<file path="src/hw/arc_fault_map.svh">
/*
 * Constants for the arc fault zone trip block: counts, widths, resets,
 * default time base. Assumes inclusion from design files only.
 */
`ifndef ARC_FAULT_MAP_SVH
`define ARC_FAULT_MAP_SVH

`define ARC_CHANNELS 4
`define ARC_ZONES 4
`define ARC_MAX_SENSORS 3
`define ARC_COUNT_W 2
`define ARC_SAMPLE_W 16
`define ARC_CLK_MHZ 125
`define ARC_TIME_BASE_US 5000
`define ARC_BASE_CYCLES (`ARC_TIME_BASE_US * `ARC_CLK_MHZ)
`define ARC_SAMPLES_PER_BASE 8
`define ARC_ZERO_COUNT 2'h0
`define ARC_ZERO_ZONES 4'h0
`define ARC_PULSE_MAX_CYCLES 125

`endif

</file>
<file path="src/hw/arc_fault_pkg.sv">
/*
 * Types for the arc fault zone trip block.
 * Assumes the map header supplies every number.
 */
`include "arc_fault_map.svh"

package arc_fault_pkg;

    // Current supervision selection
    typedef enum logic [1:0]
    {
        CUR_NONE = 2'b00,
        CUR_PHASE = 2'b01,
        CUR_RESIDUAL = 2'b10,
        CUR_BOTH = 2'b11
    } cur_sel_t;

    // Residual channel selection
    typedef enum logic [1:0]
    {
        RES_NONE = 2'b00,
        RES_ONE = 2'b01,
        RES_TWO = 2'b10
    } res_sel_t;

endpackage

</file>
<file path="src/hw/arc_fault_zone_trip.sv">
/*
 * Arc fault zone trip logic: light and pressure per channel, arc binary
 * input, phase and residual current conditions, per-zone trip/blocked.
 * Assumes all inputs synchronous to sys_clk and settings held static.
 */
`timescale 1ns/1ns
`include "arc_fault_map.svh"

module arc_fault_zone_trip #(
    parameter int CHANNELS = `ARC_CHANNELS,
    parameter int ZONES = `ARC_ZONES,
    parameter int SAMPLE_W = `ARC_SAMPLE_W,
    parameter int BASE_CYCLES = `ARC_BASE_CYCLES,
    parameter int PULSE_CYCLES = `ARC_PULSE_MAX_CYCLES
)
(
    input wire logic sys_clk,
    input wire logic nrst,
    // Sensor side
    input wire logic [CHANNELS-1:0] light_in,
    input wire logic [CHANNELS-1:0] pressure_in,
    input wire logic [CHANNELS*`ARC_COUNT_W-1:0] detected_sensors,
    input wire logic [CHANNELS*`ARC_COUNT_W-1:0] configured_sensors,
    input wire logic [3:0] connected_units,
    input wire logic [3:0] configured_units,
    input wire logic arc_binary_input,
    input wire logic test_pulse_filter_enable,
    // Current samples
    input wire logic [SAMPLE_W-1:0] phase_a_samples,
    input wire logic [SAMPLE_W-1:0] phase_b_samples,
    input wire logic [SAMPLE_W-1:0] phase_c_samples,
    input wire logic [SAMPLE_W-1:0] residual_samples_one,
    input wire logic [SAMPLE_W-1:0] residual_samples_two,
    input wire logic sample_valid,
    input wire logic [SAMPLE_W-1:0] phase_pickup,
    input wire logic [SAMPLE_W-1:0] residual_pickup,
    input wire logic [7:0] required_samples,
    input wire arc_fault_pkg::cur_sel_t current_mode,
    input wire arc_fault_pkg::res_sel_t residual_select,
    input wire logic phase_block,
    input wire logic residual_block,
    input wire logic zone_block,
    // Zone settings
    input wire logic [ZONES-1:0] zone_enable,
    input wire logic [ZONES*CHANNELS-1:0] zone_light_map,
    input wire logic [ZONES-1:0] zone_phase_enable,
    input wire logic [ZONES-1:0] zone_residual_enable,
    input wire logic [1:0] fast_one_select,
    input wire logic [1:0] fast_two_select,
    // Outputs
    output logic [CHANNELS-1:0] light_detected,
    output logic arc_input_status,
    output logic phase_start,
    output logic residual_start,
    output logic phase_blocked,
    output logic residual_blocked,
    output logic [ZONES-1:0] zone_trip,
    output logic [ZONES-1:0] zone_blocked,
    output logic [CHANNELS-1:0] sensor_fault,
    output logic io_unit_fault,
    output logic fast_output_one,
    output logic fast_output_two
);

    // ******************************
    // Current conditions
    // ******************************
    logic phase_over;
    logic residual_over;
    logic phase_used;
    logic residual_used;
    logic [1:0] res_stream_en;

    // Supervision selection gates which comparators may ever start
    assign phase_used = current_mode[0];
    assign residual_used = current_mode[1];
    assign res_stream_en = {residual_select == arc_fault_pkg::RES_TWO,
                            residual_select == arc_fault_pkg::RES_ONE};

    over_limit_counter #(
        .WIDTH(SAMPLE_W),
        .STREAMS(3),
        .BASE_CYCLES(BASE_CYCLES)
    ) phase_counter (
        .sys_clk(sys_clk),
        .nrst(nrst),
        .samples({phase_c_samples, phase_b_samples, phase_a_samples}),
        .stream_enable({3{phase_used}}),
        .sample_valid(sample_valid),
        .pickup_limit(phase_pickup),
        .required_count(required_samples),
        .over(phase_over)
    );

    over_limit_counter #(
        .WIDTH(SAMPLE_W),
        .STREAMS(2),
        .BASE_CYCLES(BASE_CYCLES)
    ) residual_counter (
        .sys_clk(sys_clk),
        .nrst(nrst),
        .samples({residual_samples_two, residual_samples_one}),
        .stream_enable(res_stream_en & {2{residual_used}}),
        .sample_valid(sample_valid),
        .pickup_limit(residual_pickup),
        .required_count(required_samples),
        .over(residual_over)
    );

    // ******************************
    // Arc binary input
    // ******************************
    logic arc_bi_clean;

    pulse_reject_filter #(
        .MAX_PULSE(PULSE_CYCLES)
    ) bi_filter (
        .sys_clk(sys_clk),
        .nrst(nrst),
        .raw_in(arc_binary_input),
        .filter_enable(test_pulse_filter_enable),
        .filtered(arc_bi_clean)
    );

    // ******************************
    // Combinational decisions
    // ******************************
    logic [CHANNELS-1:0] chan_sense;
    logic [CHANNELS-1:0] next_light_detected;
    logic [CHANNELS-1:0] next_sensor_fault;
    logic [ZONES-1:0] zone_met;
    logic [ZONES-1:0] next_zone_trip;
    logic [ZONES-1:0] next_zone_blocked;
    logic phase_cond;
    logic residual_cond;

    // Pressure sensors share the light path of their channel
    assign chan_sense = light_in | pressure_in;
    assign phase_cond = phase_over && phase_used;
    assign residual_cond = residual_over && residual_used;

    genvar c;
    generate
        for (c = 0; c < CHANNELS; c++)
        begin : chan
            // Count field 0..3 covers none to three sensors
            assign next_light_detected[c] = chan_sense[c];
            assign next_sensor_fault[c] =
                detected_sensors[c*`ARC_COUNT_W +: `ARC_COUNT_W] !=
                configured_sensors[c*`ARC_COUNT_W +: `ARC_COUNT_W];
        end
    endgenerate

    genvar z;
    generate
        for (z = 0; z < ZONES; z++)
        begin : zone
            logic light_ok;
            logic cur_ok;
            // Any assigned channel sensing light satisfies the light term
            assign light_ok = |(chan_sense & zone_light_map[z*CHANNELS +: CHANNELS]);
            // Each enabled current term must also hold
            assign cur_ok = (!zone_phase_enable[z] || phase_cond) &&
                            (!zone_residual_enable[z] || residual_cond);
            assign zone_met[z] = zone_enable[z] && light_ok && cur_ok;
            // Blocking wins, so the two outputs are exclusive
            assign next_zone_trip[z] = zone_met[z] && !zone_block;
            assign next_zone_blocked[z] = zone_met[z] && zone_block;
        end
    endgenerate

    // Fast output source: 0 none, 1 phase start, 2 residual start, 3 master trip
    function automatic logic fast_pick(input logic [1:0] sel, input logic ps,
                                       input logic rs, input logic mt);
        logic r;
        r = 1'b0;
        unique case (sel)
            2'b00: r = 1'b0;
            2'b01: r = ps;
            2'b10: r = rs;
            2'b11: r = mt;
        endcase
        return r;
    endfunction

    // ******************************
    // Next output values
    // ******************************
    logic next_arc_input_status;
    logic next_phase_start;
    logic next_residual_start;
    logic next_phase_blocked;
    logic next_residual_blocked;
    logic next_io_unit_fault;
    logic next_fast_one;
    logic next_fast_two;

    always_comb
    begin
        next_arc_input_status = arc_bi_clean;
        next_phase_start = phase_cond && !phase_block;
        next_residual_start = residual_cond && !residual_block;
        next_phase_blocked = phase_cond && phase_block;
        next_residual_blocked = residual_cond && residual_block;
        next_io_unit_fault = connected_units != configured_units;
        next_fast_one = fast_pick(fast_one_select, next_phase_start,
                                  next_residual_start, |next_zone_trip);
        next_fast_two = fast_pick(fast_two_select, next_phase_start,
                                  next_residual_start, |next_zone_trip);
    end

    // ******************************
    // Output registers
    // ******************************
    // Registered outputs trade one cycle of latency for glitch-free pins
    always_ff @(posedge sys_clk or negedge nrst)
    begin
        if (!nrst)
        begin
            light_detected <= `ARC_ZERO_ZONES;
            arc_input_status <= 1'b0;
            phase_start <= 1'b0;
            residual_start <= 1'b0;
            phase_blocked <= 1'b0;
            residual_blocked <= 1'b0;
            zone_trip <= `ARC_ZERO_ZONES;
            zone_blocked <= `ARC_ZERO_ZONES;
            sensor_fault <= `ARC_ZERO_ZONES;
            io_unit_fault <= 1'b0;
            fast_output_one <= 1'b0;
            fast_output_two <= 1'b0;
        end
        else
        begin
            light_detected <= next_light_detected;
            arc_input_status <= next_arc_input_status;
            phase_start <= next_phase_start;
            residual_start <= next_residual_start;
            phase_blocked <= next_phase_blocked;
            residual_blocked <= next_residual_blocked;
            zone_trip <= next_zone_trip;
            zone_blocked <= next_zone_blocked;
            sensor_fault <= next_sensor_fault;
            io_unit_fault <= next_io_unit_fault;
            fast_output_one <= next_fast_one;
            fast_output_two <= next_fast_two;
        end
    end

    // Zone enables and sensor counts default to zero via external settings
    // (disabled, no sensors), which this block takes as static levels.

endmodule

</file>
<file path="src/hw/over_limit_counter.sv">
/*
 * Counts samples above a limit over one time base window and reports a
 * condition when the count exceeds the required number.
 * Assumes sample_valid pulses once per new sample, synchronous to sys_clk.
 */
`timescale 1ns/1ns
`include "arc_fault_map.svh"

module over_limit_counter #(
    parameter int WIDTH = `ARC_SAMPLE_W,
    parameter int STREAMS = 3,
    parameter int BASE_CYCLES = `ARC_BASE_CYCLES
)
(
    input wire logic sys_clk,
    input wire logic nrst,
    input wire logic [STREAMS*WIDTH-1:0] samples,
    input wire logic [STREAMS-1:0] stream_enable,
    input wire logic sample_valid,
    input wire logic [WIDTH-1:0] pickup_limit,
    input wire logic [7:0] required_count,
    output logic over
);

    // ******************************
    // Per-stream comparison
    // ******************************
    logic [STREAMS-1:0] above;
    genvar g;
    generate
        for (g = 0; g < STREAMS; g++)
        begin : cmp
            assign above[g] = stream_enable[g] && (samples[g*WIDTH +: WIDTH] > pickup_limit);
        end
    endgenerate

    // ******************************
    // Window counter
    // ******************************
    logic [31:0] base_cnt;
    logic [31:0] next_base_cnt;
    logic [7:0] hits;
    logic [7:0] next_hits;
    logic next_over;

    // Over sets as soon as the count exceeds the limit mid-window, and is re-evaluated only at each window end of the 5 ms base
    always_comb
    begin
        next_base_cnt = base_cnt + 32'h0000_0001;
        next_hits = hits;
        next_over = over;
        if (sample_valid && (|above) && (hits != 8'hff))
        begin
            next_hits = hits + 8'h01;
        end
        // Count must exceed the limit, not merely reach it
        if (hits > required_count)
        begin
            next_over = 1'b1;
        end
        if (base_cnt >= 32'(BASE_CYCLES - 1))
        begin
            next_base_cnt = 32'h0000_0000;
            next_hits = 8'h00;
            next_over = (hits > required_count);
        end
    end

    always_ff @(posedge sys_clk or negedge nrst)
    begin
        if (!nrst)
        begin
            base_cnt <= 32'h0000_0000;
            hits <= 8'h00;
            over <= 1'b0;
        end
        else
        begin
            base_cnt <= next_base_cnt;
            hits <= next_hits;
            over <= next_over;
        end
    end

endmodule

</file>
<file path="src/hw/pulse_reject_filter.sv">
/*
 * Rejects short supervision test pulses on the arc binary input.
 * Assumes the input is synchronous to sys_clk; a level longer than
 * MAX_PULSE cycles is passed as a real arc signal.
 */
`timescale 1ns/1ns
`include "arc_fault_map.svh"

module pulse_reject_filter #(
    parameter int MAX_PULSE = `ARC_PULSE_MAX_CYCLES
)
(
    input wire logic sys_clk,
    input wire logic nrst,
    input wire logic raw_in,
    input wire logic filter_enable,
    output logic filtered
);

    // ******************************
    // Length qualification
    // ******************************
    logic [15:0] run;
    logic [15:0] next_run;
    logic next_filtered;

    // Trade-off: a genuine input is delayed by MAX_PULSE cycles when filtering
    always_comb
    begin
        next_run = run;
        next_filtered = raw_in;
        if (!raw_in)
        begin
            next_run = 16'h0000;
        end
        else if (run != 16'hffff)
        begin
            next_run = run + 16'h0001;
        end
        if (filter_enable)
        begin
            next_filtered = raw_in && (run >= 16'(MAX_PULSE));
        end
    end

    always_ff @(posedge sys_clk or negedge nrst)
    begin
        if (!nrst)
        begin
            run <= 16'h0000;
            filtered <= 1'b0;
        end
        else
        begin
            run <= next_run;
            filtered <= next_filtered;
        end
    end

endmodule

</file>
<file path="config.mk">
export PLATFORM = sky130hd
export DESIGN_NAME = arc_fault_zone_trip
export DESIGN_NICKNAME = d
export VERILOG_FILES = /design/src/hw/arc_fault_pkg.sv /design/src/hw/arc_fault_zone_trip.sv /design/src/hw/over_limit_counter.sv /design/src/hw/pulse_reject_filter.sv
export VERILOG_INCLUDE_DIRS = /design/src /design/src/hw
export SDC_FILE = /design/constraint.sdc
export NUM_CORES = 1
export LEC_CHECK = 0
export BUFFER_PORTS_ARGS = -buffer_cell sky130_fd_sc_hd__buf_4
export CAP_MARGIN = 20
export CORE_UTILIZATION = 48
export DETAILED_ROUTE_END_ITERATION = 16
export HOLD_SLACK_MARGIN = 0.02
export PLACE_DENSITY = 0.8
export RECOVER_POWER = 50
export SLEW_MARGIN = 20
export SYNTH_ARGS = -nofsm -noshare
export SYNTH_HDL_FRONTEND = slang
export SYNTH_SLANG_ARGS = --single-unit
export TNS_END_PERCENT = 30
</file>
<file path="constraint.sdc">
create_clock -name sys_clk -period 2.6 [get_ports sys_clk]
set_clock_uncertainty 0.05 [all_clocks]
set_input_delay 0.52 -clock sys_clk [delete_from_list [all_inputs] [get_ports sys_clk]]
set_output_delay 0.52 -clock sys_clk [all_outputs]
set_load 0.01 [all_outputs]
</file>
==> results.sh, run 1 <==
export IMPL_status="complete, but fails checks"
export IMPL_violations="setup timing"
export IMPL_wire_per_inst_um=14.9
export IMPL_io_pins=220
export IMPL_setup_viol=29
export IMPL_yosys_warnings=0
export IMPL_worstSkewPairLatency_ns=0.42
export IMPL_critical_path_required_ns=2.90
export IMPL_die_area_um2=16100
export IMPL_leakage_nw=5.30
export IMPL_layout_nets=1384
export IMPL_slowest_delay_ns=0.39
export IMPL_hold_class="in -> reg"
export IMPL_seqPwrFrac_pct=39.0
export IMPL_yosys_cell_types_count=52
export IMPL_setup_worst_path_class="reg -> reg"
export IMPL_ys_flop_type="dfrtp_1"
export IMPL_post_route_drc_count=0
export IMPL_syn_inst=778
export IMPL_end_kind="flip-flop"
export IMPL_grt_overflow_total=0
export IMPL_ir_worst_vdd_mv=0.520
export IMPL_layout_min_cycle_time_ns=2.74
export IMPL_wl_um=19200
export IMPL_p_switching_w=0.00123
export IMPL_ys_seq_area_share_pct=41.1
export IMPL_critPathSlowestCell="dfrtp_1"
export IMPL_rsz0062_at_grt="true"
export IMPL_p_int_w=0.00382
export IMPL_synth_top_area_share_pct=41.1
export IMPL_fin_area_um2=10800
export IMPL_maxCapViolCount=0
export IMPL_fillers=1077
export IMPL_dr_pass1_iters=5
export IMPL_cts_tree="built"
export IMPL_place_area_um2=9820
export IMPL_grt_max_degree=49
export IMPL_p_comb_share_pct=14.5
export IMPL_coreArea_um2=15200
export IMPL_clockPowerShare_pct=46.5
export IMPL_fin_util_pct=71.2
export IMPL_synth_area_um2=7500
export IMPL_rows=45
export IMPL_antenna_found_initial=0
export IMPL_worstPathMaxFanout=6
export IMPL_synth_common_cells="dfrtp_1 (123), ha_1 (103), nor2_1 (94)"
export IMPL_dr_total_vias=6882
export IMPL_start_util_pct=49.3
export IMPL_die_w_um=127
export IMPL_drt_iter0_markers=376
export IMPL_swShare_pct=24.4
export IMPL_fin_ws_ns=-0.139
export IMPL_antenna_cells=0
export IMPL_die_h_um=127
export IMPL_crit_top_cell="a211o_1"
export IMPL_routabilityCongestion=0.893
export IMPL_synth_edf_count=0
export IMPL_grt_pass1_vias=7083
export IMPL_crit_buf_inv=1
export IMPL_hold_violations=0
export IMPL_post_place_ws_ns=-0.197
export IMPL_dpl_cell_count=1240
export IMPL_synth_area_leaders="dfrtp_1 (41%), ha_1 (17%), nor2_1 (4.7%), xnor2_1 (4.4%), xor2_1 (3.5%)"
export IMPL_crit_arrival_ns=3.04
export IMPL_startpoint_type="flip-flop"
export IMPL_port_buffers=219
export IMPL_max_freq_ghz=0.365
export IMPL_numCtsBuffers=17
export IMPL_grt_usage_pct=24.4
export IMPL_cts_sinks=123
export IMPL_path_cells="ha_2, a211o_1, a31o_1, a211o_1, a2111o_1, a311oi_2, o2111ai_4, buf_2, nor2_1"
export IMPL_async_flop_share_pct=100
export IMPL_power_density_nw_per_um2=467
export IMPL_avgSynthCellArea_um2=9.63
export IMPL_yosys_area_top_type="dfrtp_1"
export IMPL_period_share_pct=105
export IMPL_regArea_um2=3080
export IMPL_grt_pass1_wl_um=31200
export IMPL_clockBufferDepth=2
export IMPL_stdcell_count=1286
export IMPL_clk_pin_slew_ns=0.05
export IMPL_multi_input_area_um2=4540
export IMPL_via_per_inst=5.35
export IMPL_syn_to_final_growth_pct=44.5
export IMPL_tightest_slew_ns=1.19
export IMPL_htree_levels=4
export IMPL_cts_root_buf="clkbuf_16"
export IMPL_hpwl_um=13800
export IMPL_yosysMostFrequentCell="dfrtp_1"
export IMPL_drive_gt1_share_pct=33.5
export IMPL_final_antenna_net_count=0
export IMPL_yosys_register_bits=123
export IMPL_cpLargestDelayFamily="compound AO/OA/AOI/OAI gates"
export IMPL_slew_headroom_pct=20.5
export IMPL_slew_viol_final=0
[layout make-up]
type | count | area share [%]
inverter | 66 | 2.29
tap | 188 | 2.17
multi-input combinational | 601 | 41.9
timing repair buffer | 276 | 19.7
clock buffer | 19 | 4.18
sequential | 123 | 28.4
clock inverter | 13 | 1.32
[cells in the final DEF, fill, tap and decap left out, drive strengths merged, types with 8 or more instances in the layout]
cell type,n
o21ai,23
inv,68
nor2,94
o211ai,8
xnor2,38
nand2,43
a21o,11
conb,24
nand4,36
nor4,11
a21oi,45
dfrtp,123
nand3,38
xor2,30
buf,264
ha,103
clkbuf,31
and3,10
[state kept, by name, indices dropped and copies added, names as in the netlist, 4 cells and up]
register	flops
residual_counter.base_cnt	32
residual_counter.hits	8
bi_filter.run	16
light_detected	4
zone_trip	4
zone_blocked	4
phase_counter.base_cnt	32
phase_counter.hits	8
sensor_fault	4
[per-stage QoR]
stage | setup TNS [ns] | hold slack [ns] | total power (W)
2_1_floorplan | -0.0532 | 0.174 | 0.00231
3_3_place_gp | -1.46 | 0.286 | 0.00272
3_5_place_dp | -5.12 | 0.285 | 0.00274
4_1_cts | -1.38 | 0.0603 | 0.00509
5_1_grt | -8.97 | 0.220 | 0.00525
6_report | -2.97 | 0.230 | 0.00505
[power groups by stage]
stage                     clock, W  combinational [W]  sequential (W)
after CTS                  0.00238           0.000741         0.00197
after global placement           0           0.000716         0.00200
final                      0.00235           0.000733         0.00197
after global routing       0.00246           0.000820         0.00197
after floorplan                  0           0.000305         0.00201
after detailed placement         0           0.000734         0.00200
[metal layers]
layer | vias to the layer above | wire [um] | track usage [%]
met4 | 0 | 592 | 12.4
met5 | - | 0 | 0
met2 | 229 | 9760 | 43.3
met1 | 3232 | 7830 | 27.5
met3 | 51 | 1040 | 5.53
li1 | 3370 | - | -
[cell families after synthesis]
group,count (synthesis),synth area share [%]
buffers and inverters,77,4.01
other,1,0.0500
AO/OA/AOI/OAI,134,11.8
adder cells (fa/ha/maj),103,17.2
AND/OR/NAND/NOR,268,17.4
XOR/XNOR,68,7.95
flip-flops,123,41.1
multiplexers,4,0.534
[worst paths after layout]
check	startpoint	slack (ns)	depth (start not counted)	endpoint
max	phase_counter.base_cnt[0]	-0.14	9	phase_counter.base_cnt[13]
min	residual_block	0.23	2	residual_start
max reg2reg	phase_counter.base_cnt[0]	-0.14	9	phase_counter.base_cnt[13]
min reg2reg	bi_filter.filtered	0.30	0	arc_input_status
max in group asynchronous	nrst	0.50	2	residual_counter.base_cnt[7]
min in group asynchronous	nrst	0.26	1	io_unit_fault
[what timing repair did]
item | 4_1_cts | 5_1_grt
gates cloned | 5 | 1
pin swaps | 52 | 11
hold buffers | 0 | 0
buffers inserted | 4 | 4
gates resized for setup | 57 | 26
setup endpoints to repair | 57 | 59
Note: power is estimated with default switching activity, not from simulation.
==> run 2: changes to the inputs <==
--- a/config.mk
+++ b/config.mk
@@ -11,10 +11,11 @@
 export CORE_UTILIZATION = 48
 export DETAILED_ROUTE_END_ITERATION = 16
 export HOLD_SLACK_MARGIN = 0.02
-export PLACE_DENSITY = 0.8
+export PLACE_DENSITY = 0.79
 export RECOVER_POWER = 50
 export SLEW_MARGIN = 20
 export SYNTH_ARGS = -nofsm -noshare
 export SYNTH_HDL_FRONTEND = slang
+export SYNTH_HIERARCHICAL = 1
 export SYNTH_SLANG_ARGS = --single-unit
 export TNS_END_PERCENT = 30
==> results.sh, run 2 <==
export IMPL_grt_pass1_wl_um=32500
export IMPL_rrSetupSlack_ns=0.10
export IMPL_antenna_found_initial=0
export IMPL_final_cell_mix="buf_4 (248), dfrtp_1 (123), ha_1 (96)"
export IMPL_path_cells="buf_4, inv_12, ha_4, nand4_1, or4_4, a21o_1, a31oi_4, a211oi_4, or4_4, a21oi_2"
export IMPL_report_power_total_w=0.00497
export IMPL_antenna_cells=0
export IMPL_start_util_pct=49.6
export IMPL_yosysMostFrequentCell="dfrtp_1"
export IMPL_worstSkewPairLatency_ns=0.41
export IMPL_maxCapViolCount=0
export IMPL_multi_input_area_um2=4770
export IMPL_setup_worst_path_class="in -> reg"
export IMPL_die_area_um2=17000
export IMPL_cts_sinks=123
export IMPL_post_route_drc_count=0
export IMPL_synth_edf_count=0
export IMPL_fin_area_um2=10900
export IMPL_leakage_nw=5.16
export IMPL_synth_common_cells="dfrtp_1 (123), ha_1 (103), nor2_1 (82)"
export IMPL_post_place_ws_ns=-0.548
export IMPL_wire_per_inst_um=14.4
export IMPL_fin_ws_ns=0.0653
export IMPL_startpoint_type="input port"
export IMPL_status="finished clean"
export IMPL_fillers=1266
export IMPL_synth_area_leaders="dfrtp_1 (39%), ha_1 (16%), nor2_1 (3.9%), a21oi_1 (3.5%), inv_1 (3.4%)"
export IMPL_synth_area_um2=7930
export IMPL_numCtsBuffers=17
export IMPL_critPathSlowestCell="or4_4"
export IMPL_period_share_pct=97.5
export IMPL_grt_overflow_total=0
export IMPL_setup_viol=0
export IMPL_dr_total_vias=7282
export IMPL_ys_flop_type="dfrtp_1"
export IMPL_drt_iter0_markers=287
export IMPL_yosys_warnings=6
export IMPL_syn_inst=848
export IMPL_hold_violations=0
export IMPL_grt_usage_pct=24.2
export IMPL_postCtsSetupRepairBufs=0
export IMPL_yosys_register_bits=123
export IMPL_synth_top_area_share_pct=38.8
export IMPL_cts_tree="built"
export IMPL_ir_worst_vdd_mv=0.445
export IMPL_power_density_nw_per_um2=456
export IMPL_via_per_inst=5.32
export IMPL_syn_to_final_growth_pct=37.5
export IMPL_yosys_cell_types_count=64
export IMPL_max_freq_ghz=0.395
export IMPL_worstPathMaxFanout=5
export IMPL_slew_viol_final=0
export IMPL_ys_seq_area_share_pct=38.8
export IMPL_rows=46
export IMPL_place_area_um2=10300
export IMPL_die_w_um=131
export IMPL_slowest_delay_ns=0.58
export IMPL_drive_gt1_share_pct=28.5
export IMPL_port_buffers=219
export IMPL_crit_top_cell="or4_4"
export IMPL_die_h_um=131
export IMPL_rsz0062_at_grt="true"
export IMPL_clk_pin_slew_ns=0.06
export IMPL_hold_class="in -> async"
export IMPL_coreArea_um2=16000
export IMPL_slew_headroom_pct=26.3
export IMPL_dr_pass1_iters=4
export IMPL_regArea_um2=3080
export IMPL_yosys_area_top_type="dfrtp_1"
export IMPL_tightest_slew_ns=1.11
export IMPL_avgSynthCellArea_um2=9.35
export IMPL_grt_max_degree=46
export IMPL_holdBufCountCts=0
export IMPL_layout_min_cycle_time_ns=2.53
export IMPL_wl_um=19700
export IMPL_final_common_cell="buf_4"
export IMPL_crit_arrival_ns=2.83
export IMPL_routabilityCongestion=0.881
export IMPL_final_antenna_net_count=0
export IMPL_layout_nets=1441
export IMPL_end_kind="flip-flop"
export IMPL_io_pins=220
export IMPL_clockBufferDepth=2
export IMPL_htree_levels=4
export IMPL_reg_top3="phase_counter/base_cnt (32), residual_counter/base_cnt (32), bi_filter/run (16)"
export IMPL_grt_pass1_vias=7330
export IMPL_async_flop_share_pct=100
export IMPL_cts_root_buf="clkbuf_16"
export IMPL_critical_path_required_ns=2.90
export IMPL_hpwl_um=15300
[run 2: metal layers]
metal,global-route usage [%],up-vias,routed length (um)
met5,0,-,0
met4,11.3,0,622
met3,4.68,51,1150
met2,42.9,237,9880
met1,28.1,3341,8020
li1,-,3653,-
[run 2: final cells by class]
| type | instances | share of cell area (%) |
|---|---|---|
| Inverter | 72 | 2.64 |
| Clock inverter | 9 | 0.895 |
| Multi-Input combinational cell | 666 | 43.7 |
| Tap cell | 216 | 2.48 |
| Sequential cell | 123 | 28.2 |
| Clock buffer | 22 | 4.16 |
| Timing Repair Buffer | 262 | 17.9 |
[run 2: report_power, final]
part / total [W] / leakage (nW) / internal [W] / switching (W)
clock: 0.00221 / 0.273 / 0.00142 / 0.000796
combinational: 0.000790 / 3.27 / 0.000420 / 0.000370
sequential: 0.00197 / 1.62 / 0.00196 / 0.0000152
[run 2: worst paths after layout]
check                                           from                     to  cells past startpoint
max                                 phase_pickup[11]  phase_counter/hits[7]                     10
min                                             nrst      bi_filter/run[14]                      1
max reg2reg                phase_counter/base_cnt[0]  phase_counter/hits[1]                      9
min reg2reg                       bi_filter/filtered       arc_input_status                      0
max in group asynchronous                       nrst  phase_counter/hits[1]                      2
min in group sys_clk                  residual_block         residual_start                      2
[run 2: stage by stage]
| stage | util [%] | instances | setup TNS [ns] | hold WS [ns] |
|---|---|---|---|---|
| 2_1_floorplan | - | 870 | -0.237 | 0.174 |
| 3_3_place_gp | 64.2 | 1338 | -3.53 | 0.286 |
| 3_5_place_dp | 64.2 | 1338 | -5.26 | 0.288 |
| 4_1_cts | 67.8 | 1369 | 0 | 0.0460 |
| 5_1_grt | 68.2 | 1370 | -0.0874 | 0.243 |
| 6_report | 68.2 | 1370 | 0 | 0.198 |
[run 2: critical path, delay by kind of cell]
kind	cells	cell delay (ns)
compound gates	4	0.68
fa+ha+maj	1	0.25
buf+inv	2	0.16
simple gates	3	1.23
[run 2: timing repair]
action	CTS	global route
endpoints found under the setup margin	28	27
pin swaps	2	10
resized for setup	4	19
cloned	0	1
[run 2: cell families after synthesis]
logic type | share of synthesized area (%)
AOI/OAI and AO/OA | 16.0
xor gates and xnor gates | 5.30
adders and majority gates | 16.2
buffers and inverters | 4.29
DFF | 38.8
muxes | 0.126
other | 0.0947
and+or+nand+nor | 19.1
==> run 3: changes to the inputs <==
--- a/config.mk
+++ b/config.mk
@@ -8,10 +8,13 @@
 export LEC_CHECK = 0
 export BUFFER_PORTS_ARGS = -buffer_cell sky130_fd_sc_hd__buf_4
 export CAP_MARGIN = 20
-export CORE_UTILIZATION = 48
+export CELL_PAD_IN_SITES_DETAIL_PLACEMENT = 1
+export CELL_PAD_IN_SITES_GLOBAL_PLACEMENT = 2
+export CORE_ASPECT_RATIO = 1.75
+export CORE_UTILIZATION = 29
 export DETAILED_ROUTE_END_ITERATION = 16
 export HOLD_SLACK_MARGIN = 0.02
-export PLACE_DENSITY = 0.79
+export PLACE_DENSITY = 0.8
 export RECOVER_POWER = 50
 export SLEW_MARGIN = 20
 export SYNTH_ARGS = -nofsm -noshare
==> results.sh, run 3 (synthesized netlist as in run 2, its figures left out) <==
export IMPL_final_common_cell="buf_4"
export IMPL_tightest_slew_ns=1.62
export IMPL_report_power_total_w=0.00524
export IMPL_place_area_um2=10500
export IMPL_fin_area_um2=11300
export IMPL_final_antenna_net_count=0
export IMPL_numCtsBuffers=17
export IMPL_die_area_um2=28000
export IMPL_grt_pass1_wl_um=38700
export IMPL_cts_tree="built"
export IMPL_hold_violations=0
export IMPL_dr_total_vias=7548
export IMPL_crit_arrival_ns=2.87
export IMPL_layout_min_cycle_time_ns=2.57
export IMPL_critPathSlowestCell="or4_1"
export IMPL_grt_pass1_vias=8292
export IMPL_path_cells="buf_4, inv_1, ha_1, nand4_1, or4_4, a21o_1, a31oi_4, a211oi_2, buf_6, or4_1, a21oi_1"
export IMPL_routabilityCongestion=0.819
export IMPL_p_switching_w=0.00127
export IMPL_cts_sinks=123
export IMPL_maxCapViolCount=1
export IMPL_max_freq_ghz=0.389
export IMPL_violations="capacitance limit, slew limit"
export IMPL_hpwl_um=19400
export IMPL_htree_levels=4
export IMPL_grt_overflow_total=0
export IMPL_final_cell_mix="buf_4 (260), dfrtp_1 (123), ha_1 (96)"
export IMPL_clockPowerShare_pct=46.8
export IMPL_antenna_cells=0
export IMPL_crit_buf_inv=3
export IMPL_rows=79
export IMPL_syn_to_final_growth_pct=42.7
export IMPL_fillers=3125
export IMPL_seqPwrFrac_pct=37.6
export IMPL_hold_class="in -> reg"
export IMPL_worstPathMaxFanout=12
export IMPL_period_share_pct=99.0
export IMPL_ir_worst_vdd_mv=0.365
export IMPL_critical_path_required_ns=2.89
export IMPL_startpoint_type="input port"
export IMPL_slew_viol_final=26
export IMPL_slew_headroom_pct=-7.72
export IMPL_rsz0062_at_grt="true"
export IMPL_setup_viol=0
export IMPL_post_route_drc_count=0
export IMPL_grt_max_degree=41
export IMPL_wire_per_inst_um=16.0
export IMPL_p_comb_share_pct=15.6
export IMPL_cpLargestDelayFamily="simple AND/OR/NAND/NOR gates"
export IMPL_wl_um=23900
export IMPL_coreArea_um2=26700
export IMPL_io_pins=220
export IMPL_layout_nets=1459
export IMPL_fin_util_pct=42.4
export IMPL_power_density_nw_per_um2=463
export IMPL_setup_worst_path_class="in -> reg"
export IMPL_clockBufferDepth=2
export IMPL_leakage_nw=5.29
export IMPL_worstSkewPairLatency_ns=0.42
export IMPL_start_util_pct=29.7
export IMPL_whs_ns=0.238
export IMPL_status="complete, but fails checks"
export IMPL_clk_pin_slew_ns=0.06
export IMPL_dr_pass1_iters=4
export IMPL_antenna_found_initial=2
export IMPL_port_buffers=219
export IMPL_end_kind="flip-flop"
export IMPL_reg_top3="phase_counter/base_cnt (32), residual_counter/base_cnt (32), bi_filter/run (16)"
export IMPL_die_h_um=221
export IMPL_swShare_pct=24.2
export IMPL_die_w_um=127
export IMPL_slowest_delay_ns=0.51
export IMPL_cts_root_buf="clkbuf_16"
export IMPL_p_int_w=0.00397
export IMPL_drt_iter0_markers=130
export IMPL_grt_usage_pct=17.6
export IMPL_via_per_inst=5.04
export IMPL_drive_gt1_share_pct=30.3
-- run 3: changes by cell type in the layout (fill, tap and decap cells not counted), moves of 3 or more --
cell | previous run | this run
clkbuf_2 | 3 | 0
a21oi_1 | 53 | 50
nor2_1 | 80 | 70
buf_4 | 248 | 260
buf_6 | 2 | 6
a21oi_2 | 2 | 5
clkinv_2 | 6 | 2
nor2_2 | 2 | 10
-- run 3: layer usage --
layer / GRT usage (%) / share of wire [%] / routed length, um / vias to the layer above
li1: - / - / - / 3681
met3: 3.17 / 3.9 / 930 / 33
met5: 0 / 0.10 / 25 / -
met1: 16.5 / 35 / 8430 / 3653
met2: 36.9 / 58 / 14000 / 177
met4: 6.59 / 2.2 / 537 / 4
-- run 3: final timing paths --
path / slack (ns) / to / depth (start not counted) / from
max in group asynchronous: 0.41 / light_detected[0] / 3 / nrst
worst max register to register: 0.08 / phase_counter/base_cnt[15] / 9 / phase_counter/base_cnt[1]
min in group asynchronous: 1.00 / bi_filter/run[9] / 2 / nrst
worst min register to register: 0.31 / arc_input_status / 0 / bi_filter/filtered
worst min-delay path: 0.24 / residual_start / 2 / residual_block
worst max-delay path: 0.03 / phase_counter/hits[3] / 11 / phase_pickup[15]
-- run 3: final cells by class --
| cell class | instances | area, um2 | share of cell area (%) |
|---|---|---|---|
| Timing Repair Buffer | 281 | 2170 | 19.1 |
| Sequential cell | 123 | 3080 | 27.2 |
| Inverter | 72 | 288 | 2.54 |
| Multi-Input combinational cell | 665 | 4760 | 42.1 |
| Clock buffer | 22 | 474 | 4.19 |
| Clock inverter | 10 | 140 | 1.24 |
| Tap cell | 324 | 405 | 3.58 |
-- run 3: through the flow --
stage / cells / setup WS (ns) / setup TNS, ns
6_report: 1497 / 0.0268 / 0
5_1_grt: 1497 / -0.0334 / -0.295
4_1_cts: 1490 / 0.0164 / 0
3_5_place_dp: 1457 / -0.467 / -5.54
3_3_place_gp: 1457 / -0.371 / -4.94
2_1_floorplan: 870 / -0.103 / -0.237
-- run 3: timing repair --
action | in CTS | in global routing
setup endpoints to repair | 29 | 28
setup buffers | 0 | 5
gates cloned | 0 | 2
hold buffers | 1 | 0
gates resized for setup | 5 | 34
pin swaps | 3 | 12
hold endpoints to repair | 23 | 0
-- run 3: power by group through the flow --
stage / clock network [W] / registers (W) / logic (W)
3_5_place_dp: 0 / 0.00200 / 0.000821
3_3_place_gp: 0 / 0.00200 / 0.000800
2_1_floorplan: 0 / 0.00201 / 0.000327
4_1_cts: 0.00253 / 0.00197 / 0.000826
5_1_grt: 0.00261 / 0.00197 / 0.000921
6_report: 0.00245 / 0.00197 / 0.000816
-- run 3: worst register-to-register path: cells and delay by family (launching register included) --
kind | cells | cell delay [ns]
buffers and inverters | 1 | 0.19
AO/OA/AOI/OAI | 6 | 1.53
adder cells (fa/ha/maj) | 1 | 0.20
flip-flops | 1 | 0.39
AND/OR/NAND/NOR | 1 | 0.09
